===== src/common/swd_pkg.sv =====
// constants and types of the system watchdog timer
package swd_pkg;

  // ------------------------------------------------------------
  // widths
  // ------------------------------------------------------------
  localparam int unsigned SWD_CNT_W = 16;
  localparam int unsigned SWD_PRE_W = 14;

  // prescaler terminal counts (ratio minus one)
  localparam logic [13:0] SWD_PRE_MAX_SLOW = 14'h3fff; // 16384
  localparam logic [13:0] SWD_PRE_MAX_FAST = 14'h00ff; // 256

  // ------------------------------------------------------------
  // power-up interval: 6.5 ms at a 10 MHz system clock
  // ------------------------------------------------------------
  localparam int unsigned SWD_DEF_INTERVAL_US = 6500;
  localparam int unsigned SWD_DEF_FSYS_KHZ    = 10000;
  // prescaled ticks needed, rounded up to whole ticks
  localparam int unsigned SWD_DEF_TICKS =
    (SWD_DEF_INTERVAL_US * SWD_DEF_FSYS_KHZ / 1000 + 16383) / 16384;
  localparam logic [15:0] SWD_RELOAD_RST =
    16'(32'h0001_0000 - SWD_DEF_TICKS);
  localparam logic        SWD_SLOW_RST   = 1'b1;

  // cycles from prewarning to reset request
  localparam logic [7:0]  SWD_RST_DELAY_CYC = 8'h40;

  // ------------------------------------------------------------
  // register byte offsets
  // ------------------------------------------------------------
  localparam logic [4:0] SWD_OFF_CTRL   = 5'h00;
  localparam logic [4:0] SWD_OFF_CMD    = 5'h04;
  localparam logic [4:0] SWD_OFF_RELOAD = 5'h08;
  localparam logic [4:0] SWD_OFF_COUNT  = 5'h0c;
  localparam logic [4:0] SWD_OFF_STATUS = 5'h10;
  localparam logic [4:0] SWD_OFF_MASK   = 5'h14;

  // field positions
  localparam int unsigned SWD_CTRL_SLOW = 0;
  localparam int unsigned SWD_CMD_SVC   = 0;
  localparam int unsigned SWD_CMD_DIS   = 1;
  localparam int unsigned SWD_CMD_ENA   = 2;
  localparam int unsigned SWD_CNT_EN    = 16;
  localparam int unsigned SWD_CNT_PEND  = 17;
  localparam int unsigned SWD_ST_WARN   = 0;
  localparam int unsigned SWD_ST_RST    = 1;

  // interrupt mask after reset: prewarning enabled
  localparam logic [1:0] SWD_MASK_RST = 2'h1;

  // supervision phases
  typedef enum logic [1:0] {
    SWD_RUN,
    SWD_WARN,
    SWD_RESET
  } swd_state_t;

endpackage


===== src/hw/swd_prescaler.sv =====
// prescaler that divides the system clock by 16384 or 256
`timescale 1ns/1ps
module swd_prescaler (
  // clock and reset
  input  wire logic ref_clk,
  input  wire logic resetn,
  input  wire logic clkEn,
  // control
  input  wire logic run,
  input  wire logic clear,
  input  wire logic slowSel,
  // one-cycle tick at the divided rate
  output logic      tick
);

  // ------------------------------------------------------------
  // divider state
  // ------------------------------------------------------------
  logic [13:0] preCnt_q;  // running count
  logic [13:0] preCnt_d;  // next count
  wire  [13:0] preMax;    // terminal count of selected ratio

  // ratio switch takes effect at once; a count at or past the new terminal ticks at once
  assign preMax = slowSel ? swd_pkg::SWD_PRE_MAX_SLOW
                          : swd_pkg::SWD_PRE_MAX_FAST;

  // tick on terminal count while running
  assign tick = run & (preCnt_q >= preMax);

  // clear wins over counting
  assign preCnt_d = clear ? 14'h0000 :
                    tick  ? 14'h0000 :
                    run   ? preCnt_q + 14'h0001 : preCnt_q;

  // counter flop, frozen while the enable is low
  always_ff @(posedge ref_clk) begin
    if (!resetn) begin
      preCnt_q <= 14'h0000;
    end else if (clkEn) begin
      preCnt_q <= preCnt_d;
    end
  end
endmodule


===== src/hw/swd_top.sv =====
// system watchdog timer with avalon-mm register slave
//
// The register addresses and the Avalon-MM slave port are this design's own decisions.
`timescale 1ns/1ps
module swd_top (
  // clock, reset, enable
  input  wire logic        ref_clk,
  input  wire logic        resetn,
  input  wire logic        clkEn,
  // avalon-mm slave
  input  wire logic [4:0]  avs_address,
  input  wire logic        avs_read,
  input  wire logic        avs_write,
  input  wire logic [31:0] avs_writedata,
  output logic      [31:0] avs_readdata,
  output logic             avs_waitrequest,
  // system side
  output logic             irq,
  output logic             resetRequest
);

  // ------------------------------------------------------------
  // state
  // ------------------------------------------------------------
  swd_pkg::swd_state_t state_q;   // supervision phase
  swd_pkg::swd_state_t state_d;
  logic [15:0] count_q;           // watchdog counter
  logic [15:0] count_d;
  logic [7:0]  delay_q;           // prewarning to reset delay
  logic [7:0]  delay_d;
  logic        enabled_q;         // supervision on
  logic        slowSel_q;         // 1 selects /16384
  logic [15:0] reload_q;          // supervision reload value
  logic [1:0]  status_q;          // sticky events
  logic [1:0]  mask_q;            // interrupt mask
  logic        waitReq_q;         // bus wait, low one cycle
  logic [31:0] rdData_q;          // captured read data
  logic        irq_q;
  logic        rstReq_q;
  logic        warnEv;            // overflow this cycle
  logic        rstEv;             // reset request this cycle

  // ------------------------------------------------------------
  // bus decode
  // ------------------------------------------------------------
  // a request completes in the cycle waitrequest is low
  wire       busReq  = avs_read | avs_write;
  wire       wrDone  = avs_write & ~waitReq_q;
  wire [2:0] wordIdx = avs_address[4:2];

  // register selects
  wire selCtrl = wordIdx == swd_pkg::SWD_OFF_CTRL[4:2];
  wire selCmd  = wordIdx == swd_pkg::SWD_OFF_CMD[4:2];
  wire selRel  = wordIdx == swd_pkg::SWD_OFF_RELOAD[4:2];
  wire selCnt  = wordIdx == swd_pkg::SWD_OFF_COUNT[4:2];
  wire selStat = wordIdx == swd_pkg::SWD_OFF_STATUS[4:2];
  wire selMask = wordIdx == swd_pkg::SWD_OFF_MASK[4:2];

  // write strobes per register
  wire wrCtrl = wrDone & selCtrl;
  wire wrCmd  = wrDone & selCmd;
  wire wrRel  = wrDone & selRel;
  wire wrStat = wrDone & selStat;
  wire wrMask = wrDone & selMask;

  // ------------------------------------------------------------
  // commands
  // ------------------------------------------------------------
  // service, disable instruction, enable instruction
  wire svcCmd = wrCmd & avs_writedata[swd_pkg::SWD_CMD_SVC];
  wire disCmd = wrCmd & avs_writedata[swd_pkg::SWD_CMD_DIS];
  wire enaCmd = wrCmd & avs_writedata[swd_pkg::SWD_CMD_ENA];

  // enable wins when both commands come in one write
  wire enabled_d = enaCmd ? 1'b1 :
                   disCmd ? 1'b0 : enabled_q;

  // ------------------------------------------------------------
  // prescaler
  // ------------------------------------------------------------
  // counting only while on and not yet overflowed
  wire running = enabled_q & (state_q == swd_pkg::SWD_RUN);
  // service in the run phase restarts the divider
  wire svcRun  = svcCmd & (state_q == swd_pkg::SWD_RUN);
  wire tick;

  swd_prescaler u_pre (
    .ref_clk (ref_clk),
    .resetn  (resetn),
    .clkEn   (clkEn),
    .run     (running),
    .clear   (svcRun),
    .slowSel (slowSel_q),
    .tick    (tick)
  );

  // wrap from all ones is the overflow
  wire ovf = running & tick & (count_q == 16'hffff);

  // ------------------------------------------------------------
  // supervision sequence
  // ------------------------------------------------------------
  always_comb begin
    state_d = state_q;
    count_d = count_q;
    delay_d = delay_q;
    warnEv  = 1'b0;
    rstEv   = 1'b0;
    unique case (state_q)
      swd_pkg::SWD_RUN: begin
        if (svcRun) begin
          // service reloads, never zero
          count_d = reload_q;
        end else if (ovf) begin
          // prewarning first
          count_d = reload_q;
          state_d = swd_pkg::SWD_WARN;
          delay_d = 8'h00;
          warnEv  = 1'b1;
        end else if (running && tick) begin
          count_d = count_q + 16'h0001;
        end
      end
      swd_pkg::SWD_WARN: begin
        // service here is ignored on purpose
        if (delay_q == swd_pkg::SWD_RST_DELAY_CYC - 8'h01) begin
          state_d = swd_pkg::SWD_RESET;
          rstEv   = 1'b1;
        end else begin
          delay_d = delay_q + 8'h01;
        end
      end
      swd_pkg::SWD_RESET: begin
        // held until the system reset arrives
        state_d = swd_pkg::SWD_RESET;
      end
    endcase
  end

  // ------------------------------------------------------------
  // interrupt status
  // ------------------------------------------------------------
  // write one to clear; a same-cycle event wins
  wire [1:0] evVec    = {rstEv, warnEv};
  wire [1:0] w1cVec   = wrStat ? avs_writedata[1:0] : 2'b00;
  wire [1:0] status_d = (status_q & ~w1cVec) | evVec;
  wire [1:0] mask_d   = wrMask ? avs_writedata[1:0] : mask_q;
  // level interrupt follows next status and mask
  wire       irq_d    = |(status_d & mask_d);

  // ------------------------------------------------------------
  // read mux
  // ------------------------------------------------------------
  wire [31:0] ctrlRd = {31'h0, slowSel_q};
  wire [31:0] relRd  = {16'h0, reload_q};
  wire [31:0] cntRd  = {14'h0, rstReq_q, enabled_q, count_q};
  wire [31:0] statRd = {30'h0, status_q};
  wire [31:0] maskRd = {30'h0, mask_q};
  // unmapped words and command read as zero
  wire [31:0] rdMux  = selCtrl ? ctrlRd :
                       selRel  ? relRd  :
                       selCnt  ? cntRd  :
                       selStat ? statRd :
                       selMask ? maskRd : 32'h0000_0000;

  // ------------------------------------------------------------
  // bus handshake flops
  // ------------------------------------------------------------
  // one wait cycle per access keeps the mux off the bus
  always_ff @(posedge ref_clk) begin
    if (!resetn) begin
      waitReq_q <= 1'b1;
      rdData_q  <= 32'h0000_0000;
    end else if (clkEn) begin
      waitReq_q <= ~(busReq & waitReq_q);
      if (avs_read && waitReq_q) begin
        rdData_q <= rdMux;
      end
    end
  end

  // ------------------------------------------------------------
  // configuration flops
  // ------------------------------------------------------------
  // reset leaves the watchdog armed with default interval
  always_ff @(posedge ref_clk) begin
    if (!resetn) begin
      enabled_q <= 1'b1;
      slowSel_q <= swd_pkg::SWD_SLOW_RST;
      reload_q  <= swd_pkg::SWD_RELOAD_RST;
      mask_q    <= swd_pkg::SWD_MASK_RST;
    end else if (clkEn) begin
      enabled_q <= enabled_d;
      mask_q    <= mask_d;
      if (wrCtrl) begin
        slowSel_q <= avs_writedata[swd_pkg::SWD_CTRL_SLOW];
      end
      if (wrRel) begin
        reload_q <= avs_writedata[15:0];
      end
    end
  end

  // ------------------------------------------------------------
  // counter and sequence flops
  // ------------------------------------------------------------
  always_ff @(posedge ref_clk) begin
    if (!resetn) begin
      state_q <= swd_pkg::SWD_RUN;
      count_q <= swd_pkg::SWD_RELOAD_RST;
      delay_q <= 8'h00;
    end else if (clkEn) begin
      state_q <= state_d;
      count_q <= count_d;
      delay_q <= delay_d;
    end
  end

  // ------------------------------------------------------------
  // event and output flops
  // ------------------------------------------------------------
  always_ff @(posedge ref_clk) begin
    if (!resetn) begin
      status_q <= 2'b00;
      irq_q    <= 1'b0;
      rstReq_q <= 1'b0;
    end else if (clkEn) begin
      status_q <= status_d;
      irq_q    <= irq_d;
      rstReq_q <= rstReq_q | rstEv;
    end
  end

  // outputs come straight from flops
  assign avs_readdata    = rdData_q;
  assign avs_waitrequest = waitReq_q;
  assign irq             = irq_q;
  assign resetRequest    = rstReq_q;
endmodule


===== config.mk =====
export PLATFORM = sky130hd
export DESIGN_NAME = swd_top
export DESIGN_NICKNAME = d
export VERILOG_FILES = /design/src/common/swd_pkg.sv /design/src/hw/swd_prescaler.sv /design/src/hw/swd_top.sv
export SDC_FILE = /design/constraint.sdc
export NUM_CORES = 1
export LEC_CHECK = 0
export ABC_AREA = 1
export ABC_CLOCK_PERIOD_IN_PS = 5600
export BUFFER_PORTS_ARGS = -buffer_cell sky130_fd_sc_hd__buf_2
export CELL_PAD_IN_SITES_DETAIL_PLACEMENT = 0
export CELL_PAD_IN_SITES_GLOBAL_PLACEMENT = 2
export CORE_MARGIN = 2
export CORE_UTILIZATION = 33
export DETAILED_ROUTE_END_ITERATION = 12
export PLACE_DENSITY_LB_ADDON = 0.1
export SYNTH_ARGS = -nofsm -noshare
export SYNTH_HDL_FRONTEND = slang
export SYNTH_HIERARCHICAL = 1
export SYNTH_SLANG_ARGS = --single-unit
export TNS_END_PERCENT = 30

===== constraint.sdc =====
create_clock -name ref_clk -period 5.6 [get_ports ref_clk]
set_input_delay 0.28 -clock ref_clk [delete_from_list [all_inputs] [get_ports ref_clk]]
set_output_delay 0.28 -clock ref_clk [all_outputs]
set_load 0.005 [all_outputs]

==> results of run 1 <==
==> registers in the layout (all words and copies together), names as in the netlist, 2 cells and up <==
signal,cells
count_q,16
state_q,2
avs_readdata,18
mask_q,2
u_pre/preCnt_q,14
reload_q,16
status_q,2
delay_q,8
==> Yosys cell counts, drive strengths merged <==
cell,instances
clkbuf,10
or2,2
clkinv,2
dfxtp,83
o2111ai,1
nor3,9
nand4,11
o311ai,1
nand3,49
buf,29
o211ai,5
conb,1
inv,83
o22ai,7
o21bai,5
nand2,176
a21oi,82
o31ai,1
o21ai,62
xor2,9
nor2,69
ha,11
xnor2,4
==> worst max-delay path: stages (launching register included) <==
cell and delay, ps:
dfxtp_1 380, inv_1 140, ha_1 320, nand2_1 50, inv_1 60, nand2_1 70, nor2_1 120, nand2_2 60
nand2_2 80, nand2_4 130, inv_1 80, inv_1 40, nor2_1 200, inv_1 70, nand2_1 80, nand2_2 280
inv_2 360, o21ai_0 160, o21ai_1 140
==> cell type report <==
type / count / area share, %
clock buffer: 13 / 4.88
sequential: 83 / 31.2
tap: 180 / 4.22
clock inverter: 2 / 0.657
timing repair buffer: 47 / 4.55
inverter: 85 / 5.98
multi-input combinational: 518 / 48.6
==> logic make-up after synthesis <==
group	after synthesis	share of synthesized area, %
AND/OR/NAND/NOR	316	29.1
AO/OA/AOI/OAI	164	18.8
buffers and inverters	124	11.9
flip-flops	83	34.8
XOR/XNOR	13	2.39
adder cells (fa/ha/maj)	11	2.89
other	1	0.0786
==> path summary, 6_finish.rpt <==
kind	cells after the start	slack [ps]	startpoint	to
worst max register to register	18	2710	slowSel_q	count_q[7]
worst min register to register	2	460	avs_readdata[9]	avs_readdata[9]
worst min-delay path	3	140	avs_writedata[9]	reload_q[9]
worst max-delay path	18	2710	slowSel_q	count_q[7]
==> power by group <==
group	switching [W]	internal, W
Sequential	0.00000527	0.000599
Clock	0.000242	0.000367
Combinational	0.0000564	0.0000246
==> per-layer routing <==
layer	vias up	GRT usage, %	part of all wire, %	wire [µm]
met1	2107	24.2	51	6700
li1	2351	-	-	-
met2	107	27.0	44	5760
met5	-	0	0	0
met3	10	4.73	4.8	639
met4	0	4.49	1.1	139
==> stage by stage <==
stage                     cells  setup slack (ps)  hold WS (ps)  power, W
final                       928              2710           143   0.00129
after floorplan             725              3250           406  0.000674
after global routing        928              2370           134   0.00135
after CTS                   928              2710           131   0.00132
after detailed placement    913              2730           453  0.000699
after global placement      913              2790           447  0.000699
==> flow_summary.json, run 1 <==
{
  "fillers": 1541,
  "die_h_um": 124,
  "routedWlPerCell_um": 14.3,
  "cts_tree": "built",
  "crit_arrival_ps": 3170,
  "globalRouteTotalUtil_pct": 17.5,
  "final_hold_viol_count": 0,
  "critPathCaptureType": "flip-flop",
  "synth_seq_cells": 83,
  "grt_pass1_vias": 4361,
  "rsz0062_at_grt": "false",
  "ctsResizeCount": 0,
  "hpwl_um": 8910,
  "status": "finished clean",
  "synthCells": 712,
  "setup_violations": 0,
  "design_area_mm2": 0.00533,
  "antenna_found_initial": 0,
  "final_max_slew_viol_count": 0,
  "maxCapViolations": 0,
  "place_area_mm2": 0.00504,
  "die-area_mm2": 0.0154,
  "regArea_mm2": 0.00166,
  "grt_pass1_wl_um": 22000,
  "multi_input_area_mm2": 0.00259,
  "fin_nets": 797,
  "globalRoute.totalOverflow": 0,
  "h-tree-depth": 3,
  "num_rows": 43,
  "viasPerCell": 4.93,
  "leakagePower_nw": 2.48,
  "ios": 77,
  "cts.sinks": 83,
  "dr.pass1.iters": 4,
  "vdd_drop_max_mv": 0.142,
  "syn-cell-area_mm2": 0.00477,
  "layout_common_cells": "166 x nand2_1, 83 x dfxtp_1, 80 x a21oi_1, 76 x inv_1, 60 x nor2_1",
  "die_w_um": 124,
  "cts_root_buf": "clkbuf_16",
  "diodes": 0,
  "cp.required_ps": 5880,
  "ys_seq_area_share_pct": 34.8,
  "synth_warnings": 6,
  "yosys-top-cells-area": "dfxtp_1 35%, nand2_1 13%, a21oi_1 8.4%",
  "syn_avg_cell_area_um2": 6.70,
  "ant_nets": 0,
  "hold_buffers": 0,
  "period_share_pct": 51.6,
  "grt_max_degree": 59,
  "maxSlewHeadroom_pct": 28.3,
  "worstSetupPathType": "flip-flop to flip-flop",
  "fin_skew_ps": 3.05,
  "io_buffers": 44,
  "core-area_mm2": 0.0140,
  "vias": 4575,
  "fin_util_pct": 38.1,
  "post_cts_buffers": 0,
  "initial_core_util_pct": 34.1,
  "cts_buffers": 9,
  "power.density_mw_per_mm2": 243,
  "clockBufferDepth": 2,
  "drt_iter0_markers": 228,
  "drt-total-wl_um": 13200,
  "finalSetupTns_ps": 0,
  "synth_top_area_share_pct": 34.8,
  "worst_slew_pin_slew_ps": 1070,
  "drive_above_1_share_pct": 12.8,
  "clock_latency_ps": 350,
  "area_delta_synth_final_pct": 11.9,
  "synth_top_cell_by_area": "dfxtp_1",
  "fmax_mhz": 346,
  "hold_path_class": "input port to flip-flop",
  "crit_path_max_fanout": 19,
  "clk_pin_slew_ps": 60,
  "final_common_cell": "nand2_1",
  "synthDistinctLibCells": 38,
  "fin_crit_ps": 2890,
  "gp_congestion": 0.777,
  "route.detailed.drc": 0,
  "start_kind": "flip-flop"
}
No activity file was read; power rests on OpenSTA's default activity.
==> run 2: changes to the inputs <==
--- a/config.mk
+++ b/config.mk
@@ -6,12 +6,12 @@
 export NUM_CORES = 1
 export LEC_CHECK = 0
 export ABC_AREA = 1
-export ABC_CLOCK_PERIOD_IN_PS = 5600
+export ABC_CLOCK_PERIOD_IN_PS = 2650
 export BUFFER_PORTS_ARGS = -buffer_cell sky130_fd_sc_hd__buf_2
 export CELL_PAD_IN_SITES_DETAIL_PLACEMENT = 0
 export CELL_PAD_IN_SITES_GLOBAL_PLACEMENT = 2
 export CORE_MARGIN = 2
-export CORE_UTILIZATION = 33
+export CORE_UTILIZATION = 28
 export DETAILED_ROUTE_END_ITERATION = 12
 export PLACE_DENSITY_LB_ADDON = 0.1
 export SYNTH_ARGS = -nofsm -noshare
==> constraint.sdc (replaced) <==
create_clock -name ref_clk -period 2.65 [get_ports ref_clk]
set_input_delay 0.1325 -clock ref_clk [delete_from_list [all_inputs] [get_ports ref_clk]]
set_output_delay 0.1325 -clock ref_clk [all_outputs]
set_load 0.005 [all_outputs]
==> flow_summary.json, run 2 (same netlist as run 1, synthesis figures left out) <==
{
  "status": "finished clean",
  "ant_nets": 0,
  "intPower_w": 0.00207,
  "dr.pass1.iters": 4,
  "hold_path_class": "input port to flip-flop",
  "antenna_found_initial": 0,
  "routedWlPerCell_um": 14.6,
  "globalRoute.totalOverflow": 0,
  "drive_above_1_share_pct": 15.1,
  "power.density_mw_per_mm2": 497,
  "vdd_drop_max_mv": 0.292,
  "p_comb_share_pct": 7.0,
  "vias": 4604,
  "h-tree-depth": 3,
  "fin_nets": 817,
  "die_w_um": 134,
  "power_switching_w": 0.000714,
  "cts_root_buf": "clkbuf_16",
  "crit_arrival_ps": 2610,
  "fmax_mhz": 429,
  "area_delta_synth_final_pct": 17.3,
  "fin_crit_ps": 2330,
  "regArea_mm2": 0.00166,
  "final_hold_viol_count": 0,
  "initial_core_util_pct": 28.7,
  "sw_frac_of_total_pct": 25.7,
  "hpwl_um": 10400,
  "ios": 77,
  "start_kind": "flip-flop",
  "final_cells": 989,
  "fillers": 1832,
  "fin_util_pct": 33.6,
  "rr_startpoint": "slowSel_q",
  "grt_pass1_wl_um": 23300,
  "cts_tree": "built",
  "timing.rr.end": "state_q[0]",
  "crit_end": "state_q[0]",
  "p_clk_share_pct": 47.2,
  "seqPwrFrac_pct": 45.8,
  "die-area_mm2": 0.0181,
  "clock_latency_ps": 350,
  "route.detailed.drc": 0,
  "worst-r2r-setup-slack_ps": 320,
  "reg2reg_depth": 19,
  "period_share_pct": 87.9,
  "finalSetupTns_ps": 0,
  "final_max_slew_viol_count": 0,
  "largest_reg_flops": 18,
  "globalRouteTotalUtil_pct": 16.4,
  "grt_max_degree": 59,
  "grt_pass1_vias": 4236,
  "dp_slack_ps": 23.9,
  "fin_total_pwr_w": 0.00278,
  "maxCapViolations": 0,
  "viasPerCell": 4.66,
  "drt-total-wl_um": 14500,
  "layout_common_cells": "166 x nand2_1, 83 x dfxtp_1, 80 x a21oi_1, 75 x inv_1, 59 x nor2_1",
  "num_rows": 47,
  "io_buffers": 44,
  "dp.cells": 966,
  "gp_congestion": 0.754,
  "clk_pin_slew_ps": 70,
  "worst_slew_pin_slew_ps": 503,
  "crit_path_max_fanout": 6,
  "cts_buffers": 9,
  "cp.required_ps": 2940,
  "crit_path_start": "slowSel_q",
  "multi_input_area_mm2": 0.00261,
  "critPathCaptureType": "flip-flop",
  "die_h_um": 134,
  "setup_violations": 0,
  "clockBufferDepth": 2,
  "drt_iter0_markers": 251,
  "fin_skew_ps": 6.08,
  "diodes": 0,
  "core-area_mm2": 0.0166,
  "leakagePower_nw": 2.58,
  "cts.sinks": 83,
  "min_path_cells": 3,
  "maxSlewHeadroom_pct": 66.2,
  "layout_setup_ws_ps": 321,
  "final_common_cell": "nand2_1",
  "rsz0062_at_grt": "false",
  "worstSetupPathType": "flip-flop to flip-flop"
}
## run 2: cell types whose count changed in the layout (fill, tap and decap cells not counted), moves of 2 or more
cell / previous run / this run
buf_4: 3 / 16
dlygate4sd3_1: 0 / 5
clkinv_4: 0 / 3
buf_12: 0 / 2
clkbuf_1: 2 / 0
clkbuf_8: 2 / 0
## run 2: power by group through the flow
stage | logic [W] | clock network, W | registers (W)
final | 0.000195 | 0.00131 | 0.00127
after global routing | 0.000219 | 0.00140 | 0.00128
after CTS | 0.000197 | 0.00136 | 0.00127
after detailed placement | 0.000191 | 0 | 0.00130
after global placement | 0.000190 | 0 | 0.00130
after floorplan | 0.000121 | 0 | 0.00130
## run 2: how the worst min path moves through the flow
| stage | slack [ps] | startpoint | to |
|---|---|---|---|
| floorplan | 260 | avs_writedata[2] | enabled_q |
| global placement | 350 | avs_writedata[9] | reload_q[9] |
| detailed placement | 350 | avs_writedata[12] | reload_q[12] |
| CTS | 3 | avs_writedata[11] | reload_q[11] |
| finish | 10 | avs_writedata[14] | reload_q[14] |
| global route | 30 | avs_writedata[11] | reload_q[11] |
## run 2: per-stage QoR
step                cell area, µm²  hold slack (ps)
finish                        5590             12.4
global route                  5590             34.9
CTS                           5560             3.12
detailed placement            5210              354
global placement              5210              348
floorplan                     4820              259
## run 2: final cells by class
cell class	instances	area share (%)
sequential	83	29.7
inverter	85	5.70
clock buffer	9	4.03
tap	220	4.92
timing repair buffer	67	7.69
clock inverter	7	1.39
multi-input combinational	518	46.6
## run 2: critical path, stage by stage, from the launching register on
cell	delay, ps
dfxtp_1	390
inv_2	100
ha_1	300
nand2_1	50
inv_1	60
nand2_1	60
nor2_1	110
nand2_2	60
nand2_2	80
nand2_4	40
inv_1	50
inv_1	40
nor2_2	160
nand2_2	120
o21bai_4	210
buf_4	190
nand3_2	70
nand2_1	60
inv_1	30
nor2_1	80
## run 2: timing repair
action                                  4_1_cts  5_1_grt
endpoints found under the hold margin         5        0
hold buffers                                  5        0
gates resized for setup                       0        4
endpoints found under the setup margin        0       25
buffers inserted                              0        2
## run 2: per-layer routing
layer	routed length (µm)	track usage, %
met3	372	2.25
met1	7460	23.6
met5	0	0
met2	6420	25.3
met4	226	5.56
